**src/hdl/pawt_pkg.sv**
```systemverilog
package pawt_pkg;

  // ==========================================================
  // Word geometry
  localparam int HALF_W = 16;
  localparam int SERIAL_W = 32;
  localparam int GAP_BITS = 4;
  localparam logic [4:0] LAST_DATA_IDX = 5'h1f;
  localparam logic [4:0] SYNC_BIT_IDX = 5'h07;
  localparam logic [1:0] LAST_GAP_IDX = 2'h3;

  // ==========================================================
  // Register map, byte offsets
  localparam int ADDR_W = 4;
  localparam logic [3:0] OFS_STATUS = 4'h0;
  localparam logic [3:0] OFS_MASK = 4'h4;
  localparam logic [3:0] OFS_STATE = 4'h8;

  // Status and mask bit positions
  localparam int EV_W = 3;
  localparam int EV_WORD_DONE = 0;
  localparam int EV_XFER = 1;
  localparam int EV_LOAD_ERR = 2;

  // Reset values
  localparam logic [2:0] STATUS_RST = 3'h0;
  localparam logic [2:0] MASK_RST = 3'h0;
  localparam logic [15:0] WORD_RST = 16'h0000;
  localparam logic [31:0] SHIFT_RST = 32'h0000_0000;

  // ==========================================================
  // Sequencer states
  typedef enum logic [2:0] {
    ST_IDLE = 3'b001,
    ST_DATA = 3'b010,
    ST_GAP = 3'b100
  } pawt_state_t;

endpackage : pawt_pkg

```
**src/hdl/pawt_transmitter.sv**
```systemverilog
// Implementation choices: the address map and the strobed register port.
`timescale 1ns/1ps

// How it works
// Two captured 16-bit halves form one 32-bit word sent serially.
// Every word is followed by four gap bit periods before more data.
// Parity enabled: bit 32 is set so the whole word has odd parity.
// Parity disabled: bit 32 is bit 15 of the second half unchanged.
// Reset clears everything; gap is sent until a full word is loaded.
// One serial bit per transmit clock period.
// Host loads only while tx_ready is high.
// Host loads first half with word_select high, second with it low.
// First half bits 0-15 become serial 1-16, second half 17-32.
// Host loads with a low write pulse; capture on its rising edge.
// tx_ready drops once the second half has been captured.
// Full buffer moves to the shift register in the fourth gap bit.
// Fourth gap bit already gone: transfer next bit, tx_ready rises.
// Loads are accepted while the previous word is still shifting.
// Sync output low while tx_clock low during serial bit 8.
// Both bus symbol outputs and legacy serial data with sync exist.
// Bus symbols: one, zero, or null for idle and gap.
// One or zero in first half of a bit, null in the second half.
// After reset tx_ready is high and the first half is expected.
module pawt_transmitter (
  input wire logic mclk,
  input wire logic reset_n,
  input wire logic clk_en,
  input wire logic [15:0] host_data_bus,
  input wire logic word_select,
  input wire logic write_n,
  input wire logic tx_clock,
  input wire logic parity_enable,
  input wire logic slope_select,
  output logic tx_ready,
  output logic bus_out_a,
  output logic bus_out_b,
  output logic legacy_data,
  output logic legacy_sync_n,
  output logic driver_slope,
  input wire logic [pawt_pkg::ADDR_W-1:0] reg_addr,
  input wire logic [31:0] reg_wdata,
  input wire logic reg_wr,
  input wire logic reg_rd,
  output logic [31:0] reg_rdata,
  output logic irq
);

  // ==========================================================
  // Edge detection on the synchronous pins
  logic write_n_prev_reg;
  logic tx_clock_prev_reg;
  logic load_strobe;
  logic bit_edge;

  always_ff @(posedge mclk or negedge reset_n) begin
    if (!reset_n) begin
      write_n_prev_reg <= 1'b1;
      tx_clock_prev_reg <= 1'b0;
    end else if (clk_en) begin
      write_n_prev_reg <= write_n;
      tx_clock_prev_reg <= tx_clock;
    end
  end

  assign load_strobe = write_n & ~write_n_prev_reg;
  assign bit_edge = tx_clock & ~tx_clock_prev_reg;

  // ==========================================================
  // Input buffer: two halves
  logic [15:0] first_half_reg;
  logic [15:0] second_half_reg;
  logic first_held_reg;
  logic buf_full_reg;
  logic transfer;
  logic load_first;
  logic load_second;
  logic load_err;

  // Loads while full are dropped, so a misbehaving host cannot corrupt a staged word
  assign load_first = load_strobe & ~buf_full_reg & word_select;
  assign load_second = load_strobe & ~buf_full_reg & ~word_select & first_held_reg;
  assign load_err = load_strobe & ~load_first & ~load_second;

  always_ff @(posedge mclk or negedge reset_n) begin
    if (!reset_n) begin
      first_half_reg <= pawt_pkg::WORD_RST;
      second_half_reg <= pawt_pkg::WORD_RST;
    end else if (clk_en) begin
      if (load_first) begin
        first_half_reg <= host_data_bus;
      end
      if (load_second) begin
        second_half_reg <= host_data_bus;
      end
    end
  end

  // Capture goes on during shifting because the shift register is separate
  always_ff @(posedge mclk or negedge reset_n) begin
    if (!reset_n) begin
      first_held_reg <= 1'b0;
      buf_full_reg <= 1'b0;
    end else if (clk_en) begin
      if (load_first) begin
        first_held_reg <= 1'b1;
      end else if (load_second) begin
        first_held_reg <= 1'b0;
      end
      if (load_second) begin
        buf_full_reg <= 1'b1;
      end else if (transfer) begin
        buf_full_reg <= 1'b0;
      end
    end
  end

  assign tx_ready = ~buf_full_reg;

  // ==========================================================
  // Sequencer and shift register
  pawt_pkg::pawt_state_t state_reg;
  logic [4:0] bit_idx_reg;
  logic [1:0] gap_idx_reg;
  logic pending_reg;
  logic [31:0] shift_reg;
  logic [31:0] staged_word;
  logic parity_bit;

  // Odd parity over bits 1..31 plus the inserted bit
  assign parity_bit = ~(^first_half_reg ^ ^second_half_reg[14:0]);
  assign staged_word = {parity_enable ? parity_bit : second_half_reg[15],
                        second_half_reg[14:0], first_half_reg};

  // Idle counts as past the fourth gap bit, so a fresh word moves at once
  assign transfer = buf_full_reg & ~pending_reg &
                    ((state_reg == pawt_pkg::ST_IDLE) ||
                     (state_reg == pawt_pkg::ST_GAP && gap_idx_reg == pawt_pkg::LAST_GAP_IDX));

  always_ff @(posedge mclk or negedge reset_n) begin
    if (!reset_n) begin
      state_reg <= pawt_pkg::ST_IDLE;
      bit_idx_reg <= 5'h00;
      gap_idx_reg <= 2'h0;
    end else if (clk_en && bit_edge) begin
      unique case (state_reg)
        pawt_pkg::ST_IDLE: begin
          if (pending_reg) begin
            state_reg <= pawt_pkg::ST_DATA;
            bit_idx_reg <= 5'h00;
          end
        end
        pawt_pkg::ST_DATA: begin
          if (bit_idx_reg == pawt_pkg::LAST_DATA_IDX) begin
            state_reg <= pawt_pkg::ST_GAP;
            gap_idx_reg <= 2'h0;
          end else begin
            bit_idx_reg <= bit_idx_reg + 5'h01;
          end
        end
        pawt_pkg::ST_GAP: begin
          if (gap_idx_reg != pawt_pkg::LAST_GAP_IDX) begin
            gap_idx_reg <= gap_idx_reg + 2'h1;
          end else if (pending_reg) begin
            state_reg <= pawt_pkg::ST_DATA;
            bit_idx_reg <= 5'h00;
          end else begin
            state_reg <= pawt_pkg::ST_IDLE;
          end
        end
        default: begin
          state_reg <= pawt_pkg::ST_IDLE;
        end
      endcase
    end
  end

  logic start_data;
  assign start_data = bit_edge & pending_reg &
                      ((state_reg == pawt_pkg::ST_IDLE) ||
                       (state_reg == pawt_pkg::ST_GAP && gap_idx_reg == pawt_pkg::LAST_GAP_IDX));

  always_ff @(posedge mclk or negedge reset_n) begin
    if (!reset_n) begin
      pending_reg <= 1'b0;
      shift_reg <= pawt_pkg::SHIFT_RST;
    end else if (clk_en) begin
      if (transfer) begin
        pending_reg <= 1'b1;
        shift_reg <= staged_word;
      end else if (start_data) begin
        pending_reg <= 1'b0;
      end else if (bit_edge && state_reg == pawt_pkg::ST_DATA && bit_idx_reg != pawt_pkg::LAST_DATA_IDX) begin
        shift_reg <= {1'b0, shift_reg[31:1]};
      end
    end
  end

  // ==========================================================
  // Output drive
  logic in_data;
  assign in_data = (state_reg == pawt_pkg::ST_DATA);

  // Outputs lag the sequencer by one mclk; negligible against a bit period
  always_ff @(posedge mclk or negedge reset_n) begin
    if (!reset_n) begin
      bus_out_a <= 1'b0;
      bus_out_b <= 1'b0;
      legacy_data <= 1'b0;
      legacy_sync_n <= 1'b1;
      driver_slope <= 1'b0;
    end else if (clk_en) begin
      // Null on the bit_edge cycle: the shift register still holds the previous bit there
      bus_out_a <= in_data & tx_clock & ~bit_edge & shift_reg[0];
      bus_out_b <= in_data & tx_clock & ~bit_edge & ~shift_reg[0];
      legacy_data <= in_data & shift_reg[0];
      legacy_sync_n <= ~(in_data & (bit_idx_reg == pawt_pkg::SYNC_BIT_IDX) & ~tx_clock);
      driver_slope <= slope_select;
    end
  end

  // ==========================================================
  // Register slave and interrupt
  logic [2:0] status_reg;
  logic [2:0] mask_reg;
  logic [2:0] events;
  logic [2:0] clear_bits;

  assign events[pawt_pkg::EV_WORD_DONE] = bit_edge & in_data & (bit_idx_reg == pawt_pkg::LAST_DATA_IDX);
  assign events[pawt_pkg::EV_XFER] = transfer;
  assign events[pawt_pkg::EV_LOAD_ERR] = load_err;
  assign clear_bits = (reg_wr && reg_addr == pawt_pkg::OFS_STATUS) ? reg_wdata[2:0] : 3'h0;

  always_ff @(posedge mclk or negedge reset_n) begin
    if (!reset_n) begin
      status_reg <= pawt_pkg::STATUS_RST;
    end else if (clk_en) begin
      // A new event beats a clear in the same cycle
      status_reg <= (status_reg & ~clear_bits) | events;
    end
  end

  always_ff @(posedge mclk or negedge reset_n) begin
    if (!reset_n) begin
      mask_reg <= pawt_pkg::MASK_RST;
    end else if (clk_en && reg_wr && reg_addr == pawt_pkg::OFS_MASK) begin
      mask_reg <= reg_wdata[2:0];
    end
  end

  always_ff @(posedge mclk or negedge reset_n) begin
    if (!reset_n) begin
      reg_rdata <= 32'h0000_0000;
    end else if (clk_en) begin
      reg_rdata <= 32'h0000_0000;
      if (reg_rd) begin
        unique case (reg_addr)
          pawt_pkg::OFS_STATUS: reg_rdata <= {29'h0, status_reg};
          pawt_pkg::OFS_MASK: reg_rdata <= {29'h0, mask_reg};
          pawt_pkg::OFS_STATE: reg_rdata <= {16'h0, 3'h0, bit_idx_reg, 1'b0, gap_idx_reg,
                                              pending_reg, first_held_reg, tx_ready, state_reg[1:0]};
          default: reg_rdata <= 32'h0000_0000;
        endcase
      end
    end
  end

  assign irq = |(status_reg & mask_reg);
endmodule : pawt_transmitter

```
**config.mk**
```make
export PLATFORM = sky130hd
export DESIGN_NAME = pawt_transmitter
export DESIGN_NICKNAME = d
export VERILOG_FILES = /design/src/hdl/pawt_pkg.sv /design/src/hdl/pawt_transmitter.sv
export SDC_FILE = /design/constraint.sdc
export NUM_CORES = 1
export LEC_CHECK = 0
export BUFFER_PORTS_ARGS = -buffer_cell sky130_fd_sc_hd__buf_4
export CAP_MARGIN = 40
export CORE_UTILIZATION = 25
export CTS_CLUSTER_SIZE = 28
export DETAILED_ROUTE_END_ITERATION = 10
export SYNTH_ARGS = -nofsm -noshare
export SYNTH_HDL_FRONTEND = slang
export SYNTH_SLANG_ARGS = --single-unit
```
**constraint.sdc**
```tcl
create_clock -name mclk -period 2.35 [get_ports mclk]
set_clock_uncertainty 0.05 [all_clocks]
set_input_delay 0.1175 -clock mclk [delete_from_list [all_inputs] [get_ports mclk]]
set_output_delay 0.1175 -clock mclk [all_outputs]
set_load 0.03 [all_outputs]
```
=== Yosys cells after proc, flatten, opt, wreduce, memory -nomap -nowiden ===
Index checks and enable logic that the tools add are counted.

* Flip-flop bits (word level): 122
* Input bits: 62
* Output and inout bits: 39
* Logic and storage cells: 127

* Add/sub/neg operators: 2
* Eq/ne operators: 16
* Mux-type cells: 25
* Bitwise gates (word level): 38
* Reductions and logical operators: 27

{| class="wikitable"
|+ Operator list
! kind !! count
|-
| $mux 32 || 3
|-
| $pmux 13 s3 || 1
|-
| $and 1x1->1 || 21
|-
| $reduce_xor 16->1 || 1
|-
| $mux 5 || 3
|-
| $pmux 5 s3 || 1
|-
| $reduce_xor 15->1 || 1
|-
| $mux 13 || 1
|-
| $mux 3 || 4
|-
| $not 1->1 || 12
|-
| $reduce_and 4->1 || 3
|-
| $ne 2x2->1 const B || 5
|-
| $reduce_and 2->1 || 5
|-
| $reduce_bool 2->1 || 5
|-
| $pmux 3 s3 || 1
|-
| $logic_and 1x1->1 || 7
|-
| $mux 1 || 7
|-
| $and 3x3->3 || 2
|-
| $mux 2 || 3
|-
| $add 5x1->5 const B || 1
|-
| $eq 5x3->1 const B || 1
|-
| $eq 5x5->1 const B || 1
|-
| $ne 5x5->1 const B || 1
|-
| $eq 4x3->1 const B || 1
|-
| other kinds (16) || 17
|}

=== Logic depth before layout (Yosys ltp) ===
* Depth after elaboration: 8
* Mapped depth: 8
* Depth with buffers taken out: 7

=== Worst setup path before layout ===
OpenSTA, ideal clock, no wires.

* Path type: reg-to-reg
* Start: register state_reg[0]
* End: register shift_reg[10]
* Setup time: 0.119 ns
* Arrival: 1.896 ns
* Required time: 2.181 ns
* Path slack: 0.285 ns
* Stages on the path, launching flop included: 7
* Path buffers: 2
* Period minus slack after synthesis: 2.065 ns
* Cell sequence: dfstp_2 buf_2 nand2b_1 a2111oi_4 buf_6 mux2i_1 o21ai_2

* Longest elaborated chain between the ends: 6
* Elaborated cells between the ends (all ways): 13
* Classes of those cells: 4 x eq/ne; 1 x mux; 2 x bitwise; 6 x reduce/logical

{| class="wikitable"
|+ RTL lines
! item !! line !! RTL
|-
| from (decl) || pawt_transmitter.sv:121 || <nowiki>pawt_pkg::pawt_state_t state_reg;</nowiki>
|-
| from (signal assigned) || pawt_transmitter.sv:141 || <nowiki>state_reg <= pawt_pkg::ST_IDLE;</nowiki>
|-
| from (signal assigned) || pawt_transmitter.sv:148 || <nowiki>state_reg <= pawt_pkg::ST_DATA;</nowiki>
|-
| from (signal assigned) || pawt_transmitter.sv:154 || <nowiki>state_reg <= pawt_pkg::ST_GAP;</nowiki>
|-
| $eq 3x3->1 || pawt_transmitter.sv:137, pawt_transmitter.sv:180 ||
|-
| $logic_and 1x1->1 || pawt_transmitter.sv:137, pawt_transmitter.sv:180 ||
|-
| $logic_or 1x1->1 || pawt_transmitter.sv:136, pawt_transmitter.sv:179 ||
|-
| $and 1x1->1, on equally long branches || pawt_transmitter.sv:135, pawt_transmitter.sv:178 ||
|-
| $ne 2x2->1 (no source line) or $reduce_bool 2->1 (tied branches) || - ||
|-
| $reduce_and 3->1 (no source line) || - ||
|-
| to (signal assigned) || pawt_transmitter.sv:185 || <nowiki>shift_reg <= pawt_pkg::SHIFT_RST;</nowiki>
|-
| to (signal assigned) || pawt_transmitter.sv:189 || <nowiki>shift_reg <= staged_word;</nowiki>
|-
| to (signal assigned) || pawt_transmitter.sv:193 || <nowiki>shift_reg <= {1'b0, shift_reg[31:1]};</nowiki>
|-
| to (decl) || pawt_transmitter.sv:125 || <nowiki>logic [31:0] shift_reg;</nowiki>
|}

Parallel ways exist; a longest one is shown, timed or not.
A chain may end at the register's enable or synchronous reset.

=== Final worst setup path ===
* Start: register gap_idx_reg[0]
* End: register shift_reg[16]

* Longest elaborated chain between the ends: 6
* Elaborated cells between the ends (all ways): 9
* Classes of those cells: 2 x eq/ne; 1 x mux; 2 x bitwise; 4 x reduce/logical

{| class="wikitable"
|+ RTL lines
! item !! line !! RTL
|-
| from (decl) || pawt_transmitter.sv:123 || <nowiki>logic [1:0] gap_idx_reg;</nowiki>
|-
| from (signal assigned) || pawt_transmitter.sv:162 || <nowiki>gap_idx_reg <= gap_idx_reg + 2'h1;</nowiki>
|-
| $eq 2x2->1 * || pawt_transmitter.sv:137, pawt_transmitter.sv:180 ||
|-
| $logic_and 1x1->1 * || pawt_transmitter.sv:137, pawt_transmitter.sv:180 ||
|-
| $logic_or 1x1->1 * || pawt_transmitter.sv:136, pawt_transmitter.sv:179 ||
|-
| $and 1x1->1, on equally long branches || pawt_transmitter.sv:135, pawt_transmitter.sv:178 ||
|-
| $ne 2x2->1 (no source line) or $reduce_bool 2->1 (tied branches) || - ||
|-
| $reduce_and 3->1 (no source line) || - ||
|}

Every way passes the cells marked *; elsewhere a longest branch is shown, timed or not.

==> impl_metrics.py <==
metrics = {
    "run_status": {
        "status": "completed",
    },
    "power_and_ir_drop": {
        "power.leakage_nw": 2.759,
        "totalPowerFinal_mw": 7.409,
        "pwr-share-seq": 0.387,
        "pwr-share-clk": 0.196,
        "p_sw_frac": 0.3364,
        "peakVddDrop_mv": 0.8350,
        "p_sw_mw": 2.492,
        "powerDensity_nw_per_um2": 1174,
        "pwr-share-comb": 0.416,
        "p_int_mw": 4.917,
    },
    "clocking": {
        "cts_tree": "yes",
        "numCtsBuffers": 9,
        "clock_latency_ns": 0.34,
        "cts_sinks": 102,
        "ctsLongestPathBuffers": 2,
        "clkTransAtPathRegs_ns": 0.07,
        "cts_resized": 0,
        "cts_htree_levels": 3,
        "clock-root-buffer": "clkbuf_16",
    },
    "logic_synthesis": {
        "async_flop_share": 1.000,
        "synth_area_leaders": "dfrtp_1, mux2_2, mux2i_1",
        "synth_edf_count": 0,
        "synth_xor_area_frac": 0.05697,
        "synth_compound_area_frac": 0.1193,
        "ys_ff_latch": 102,
        "synth_area_um2": 5117,
        "ys_warn_count": 0,
        "yosys_most_used_dff": "dfrtp_1",
        "synth_top_family_by_area": "multiplexers",
        "netlist.area_leader.share": 0.4841,
        "syn_avg_cell_area_um2": 11.40,
        "ys_types": 50,
        "yosys.area_share.simple": 0.09413,
        "synth_top_area_cell": "dfrtp_1",
        "synthMuxAreaShare": 0.1523,
        "syn_inst": 449,
        "synthAdderAreaFrac": 0.007335,
        "yosysSeqAreaShare": 0.4995,
    },
    "sta": {
        "clock.fmax_mhz": 479.4,
        "worst_slew_pin_slew_ns": 0.6224,
        "rsz0062_at_grt": "false",
        "fin_crit_ns": 2.086,
        "setup_violations": 0,
        "finalHoldViolCount": 0,
        "slew_headroom": 0.5851,
        "slew_viol_final": 0,
        "timing.final.ws_setup_ns": 0.2640,
        "tns_ns": 0,
        "finalCritPeriodShare": 0.8877,
    },
    "placement": {
        "place_hpwl_um": 7669,
        "place_congestion": 0.7634,
        "place_inst": 760,
        "io_buffers": 51,
        "pre_cts_ws_ns": 0.2680,
    },
    "routing": {
        "drc": 0,
        "wl_per_cell_um": 13.35,
        "ant_nets": 0,
        "via_per_inst": 4.306,
        "drt-total-wl_um": 10660,
        "firstDrtPassIters": 4,
        "drtIter0Drc": 126,
        "met1Wirelength_um": 4928,
        "top_layer_used": "met4",
        "dr_wl_met3_um": 414,
        "num_vias": 3436,
        "routed-wl-met2_um": 5236,
    },
    "cells_and_area": {
        "diodes": 0,
        "drive_gt1_frac": 0.2908,
        "finalNetCount": 594,
        "finalNonFillerCells": 798,
        "final_util": 0.3190,
        "largest_register_ffs": 32,
        "syn_to_final_growth_pct": 23.33,
    },
    "worst_setup_path": {
        "start_kind": "register",
        "worstSetupEndpointType": "register",
        "cp.required_ns": 2.53,
        "rrSetupSlack_ns": 0.26,
        "cp.arrival_ns": 2.27,
        "critPathKind": "register to register",
        "cp_max_fo": 18,
    },
    "die": {
        "coreArea_um2": 19780,
        "start_util": 0.2587,
        "dieArea_um2": 21050,
        "io_pins": 101,
        "die_h_um": 145.1,
        "die_w_um": 145.1,
        "rows": 51,
    },
    "grt": {
        "track_usage": 0.1076,
        "grt_pass1_vias": 3592,
        "grt-ovfl-total": 0,
        "grt_max_degree": 46,
        "grt_pass1_wl_um": 18170,
        "antenna_found_initial": 0,
    },
    "worst_hold_path": {
        "worstHoldPathType": "primary input to register",
    },
    "run": {
        "drv_cap": 0,
    },
}
-- routing by layer --
metal	up-vias	global-route usage
li1	1671	-
met1	1682	0.1355
met2	76	0.1844
met3	7	0.02736
met4	0	0.02421
met5	-	0
-- area by class of cell --
| class | count | area (um2) |
|---|---|---|
| inverters | 20 | 75.07 |
| fillers | 2034 | 13470 |
| clock buffers | 11 | 232.7 |
| repair buffers | 91 | 790.8 |
| well taps | 265 | 331.6 |
| clock inverters | 4 | 48.80 |
| flip-flops and latches | 102 | 2556 |
| multi-input cells | 305 | 2276 |
-- stage by stage --
stage                     hold WS (ns)  instance area [um2]
after detailed placement        0.1162                 5799
after global placement          0.1032                 5799
after CTS                      0.02654                 6311
final                          0.02598                 6311
after floorplan                -0.2281                 5189
after global routing           0.03507                 6311
-- synthesized netlist by cell type (3+ instances only) --
library cell  count
nor2_1           12
dfstp_2           3
a22o_1            3
nand2b_1          3
o21ai_0          19
dfrtp_1          99
xnor3_1           4
ha_1              3
inv_1            20
mux2_2           39
buf_4            20
mux2i_1          34
nand2_1          60
a21oi_1           8
nand3b_1          3
buf_2             6
clkbuf_1          9
and2_1            4
xnor2_1          21
nand3_1           3
o22ai_1           5
nor3_1            3
o21ai_2          29
buf_6             6
-- power groups by stage --
stage | registers (mW) | clock network [mW] | logic [mW]
finish | 2.87 | 1.45 | 3.08
global route | 2.97 | 1.58 | 3.31
detailed placement | 2.91 | 0 | 3.08
floorplan | 2.69 | 0 | 2.63
global placement | 2.87 | 0 | 3.06
CTS | 2.88 | 1.50 | 3.12
-- timing repair --
action	in CTS	in global routing
setup buffers	0	0
setup endpoints to repair	0	0
hold endpoints to repair	81	0
hold buffers	23	0
-- cell usage in the layout (no fill, tap or decap), types with 5 or more instances in the layout --
cell type and count:
a21oi_1 8, buf_4 64, clkbuf_16 9, conb_1 20, dfrtp_1 99, dlygate4sd3_1 23, inv_1 20, mux2_2 39
mux2i_1 34, nand2_1 60, nor2_1 12, o21ai_0 19, o21ai_2 29, o22ai_1 5, xnor2_1 21
-- critical path, stage by stage, from the launching register on --
cell,delay [ns]
dfrtp_1,0.39
ha_1,0.30
nand3b_4,0.12
a2111oi_4,0.43
buf_4,0.20
o21ai_4,0.13
buf_12,0.20
nand2_1,0.08
o21ai_2,0.05
-- path summary, 6_finish.rpt --
path | end | cells past startpoint | from
min reg2reg | shift_reg[3] | 2 | shift_reg[3]
max in group asynchronous | state_reg[0] | 3 | reset_n
max | shift_reg[16] | 8 | gap_idx_reg[0]
min in group asynchronous | bit_idx_reg[3] | 2 | reset_n
min | shift_reg[31] | 3 | parity_enable
max reg2reg | shift_reg[16] | 8 | gap_idx_reg[0]
-- cells by family after synthesis --
kind of cell | count (synthesis)
compound gates | 81
xor+xnor | 27
fa+ha+maj | 3
buf+inv | 61
flops | 102
mux | 73
other cells | 1
simple gates | 101
Note: power is estimated with default switching activity, not from simulation.
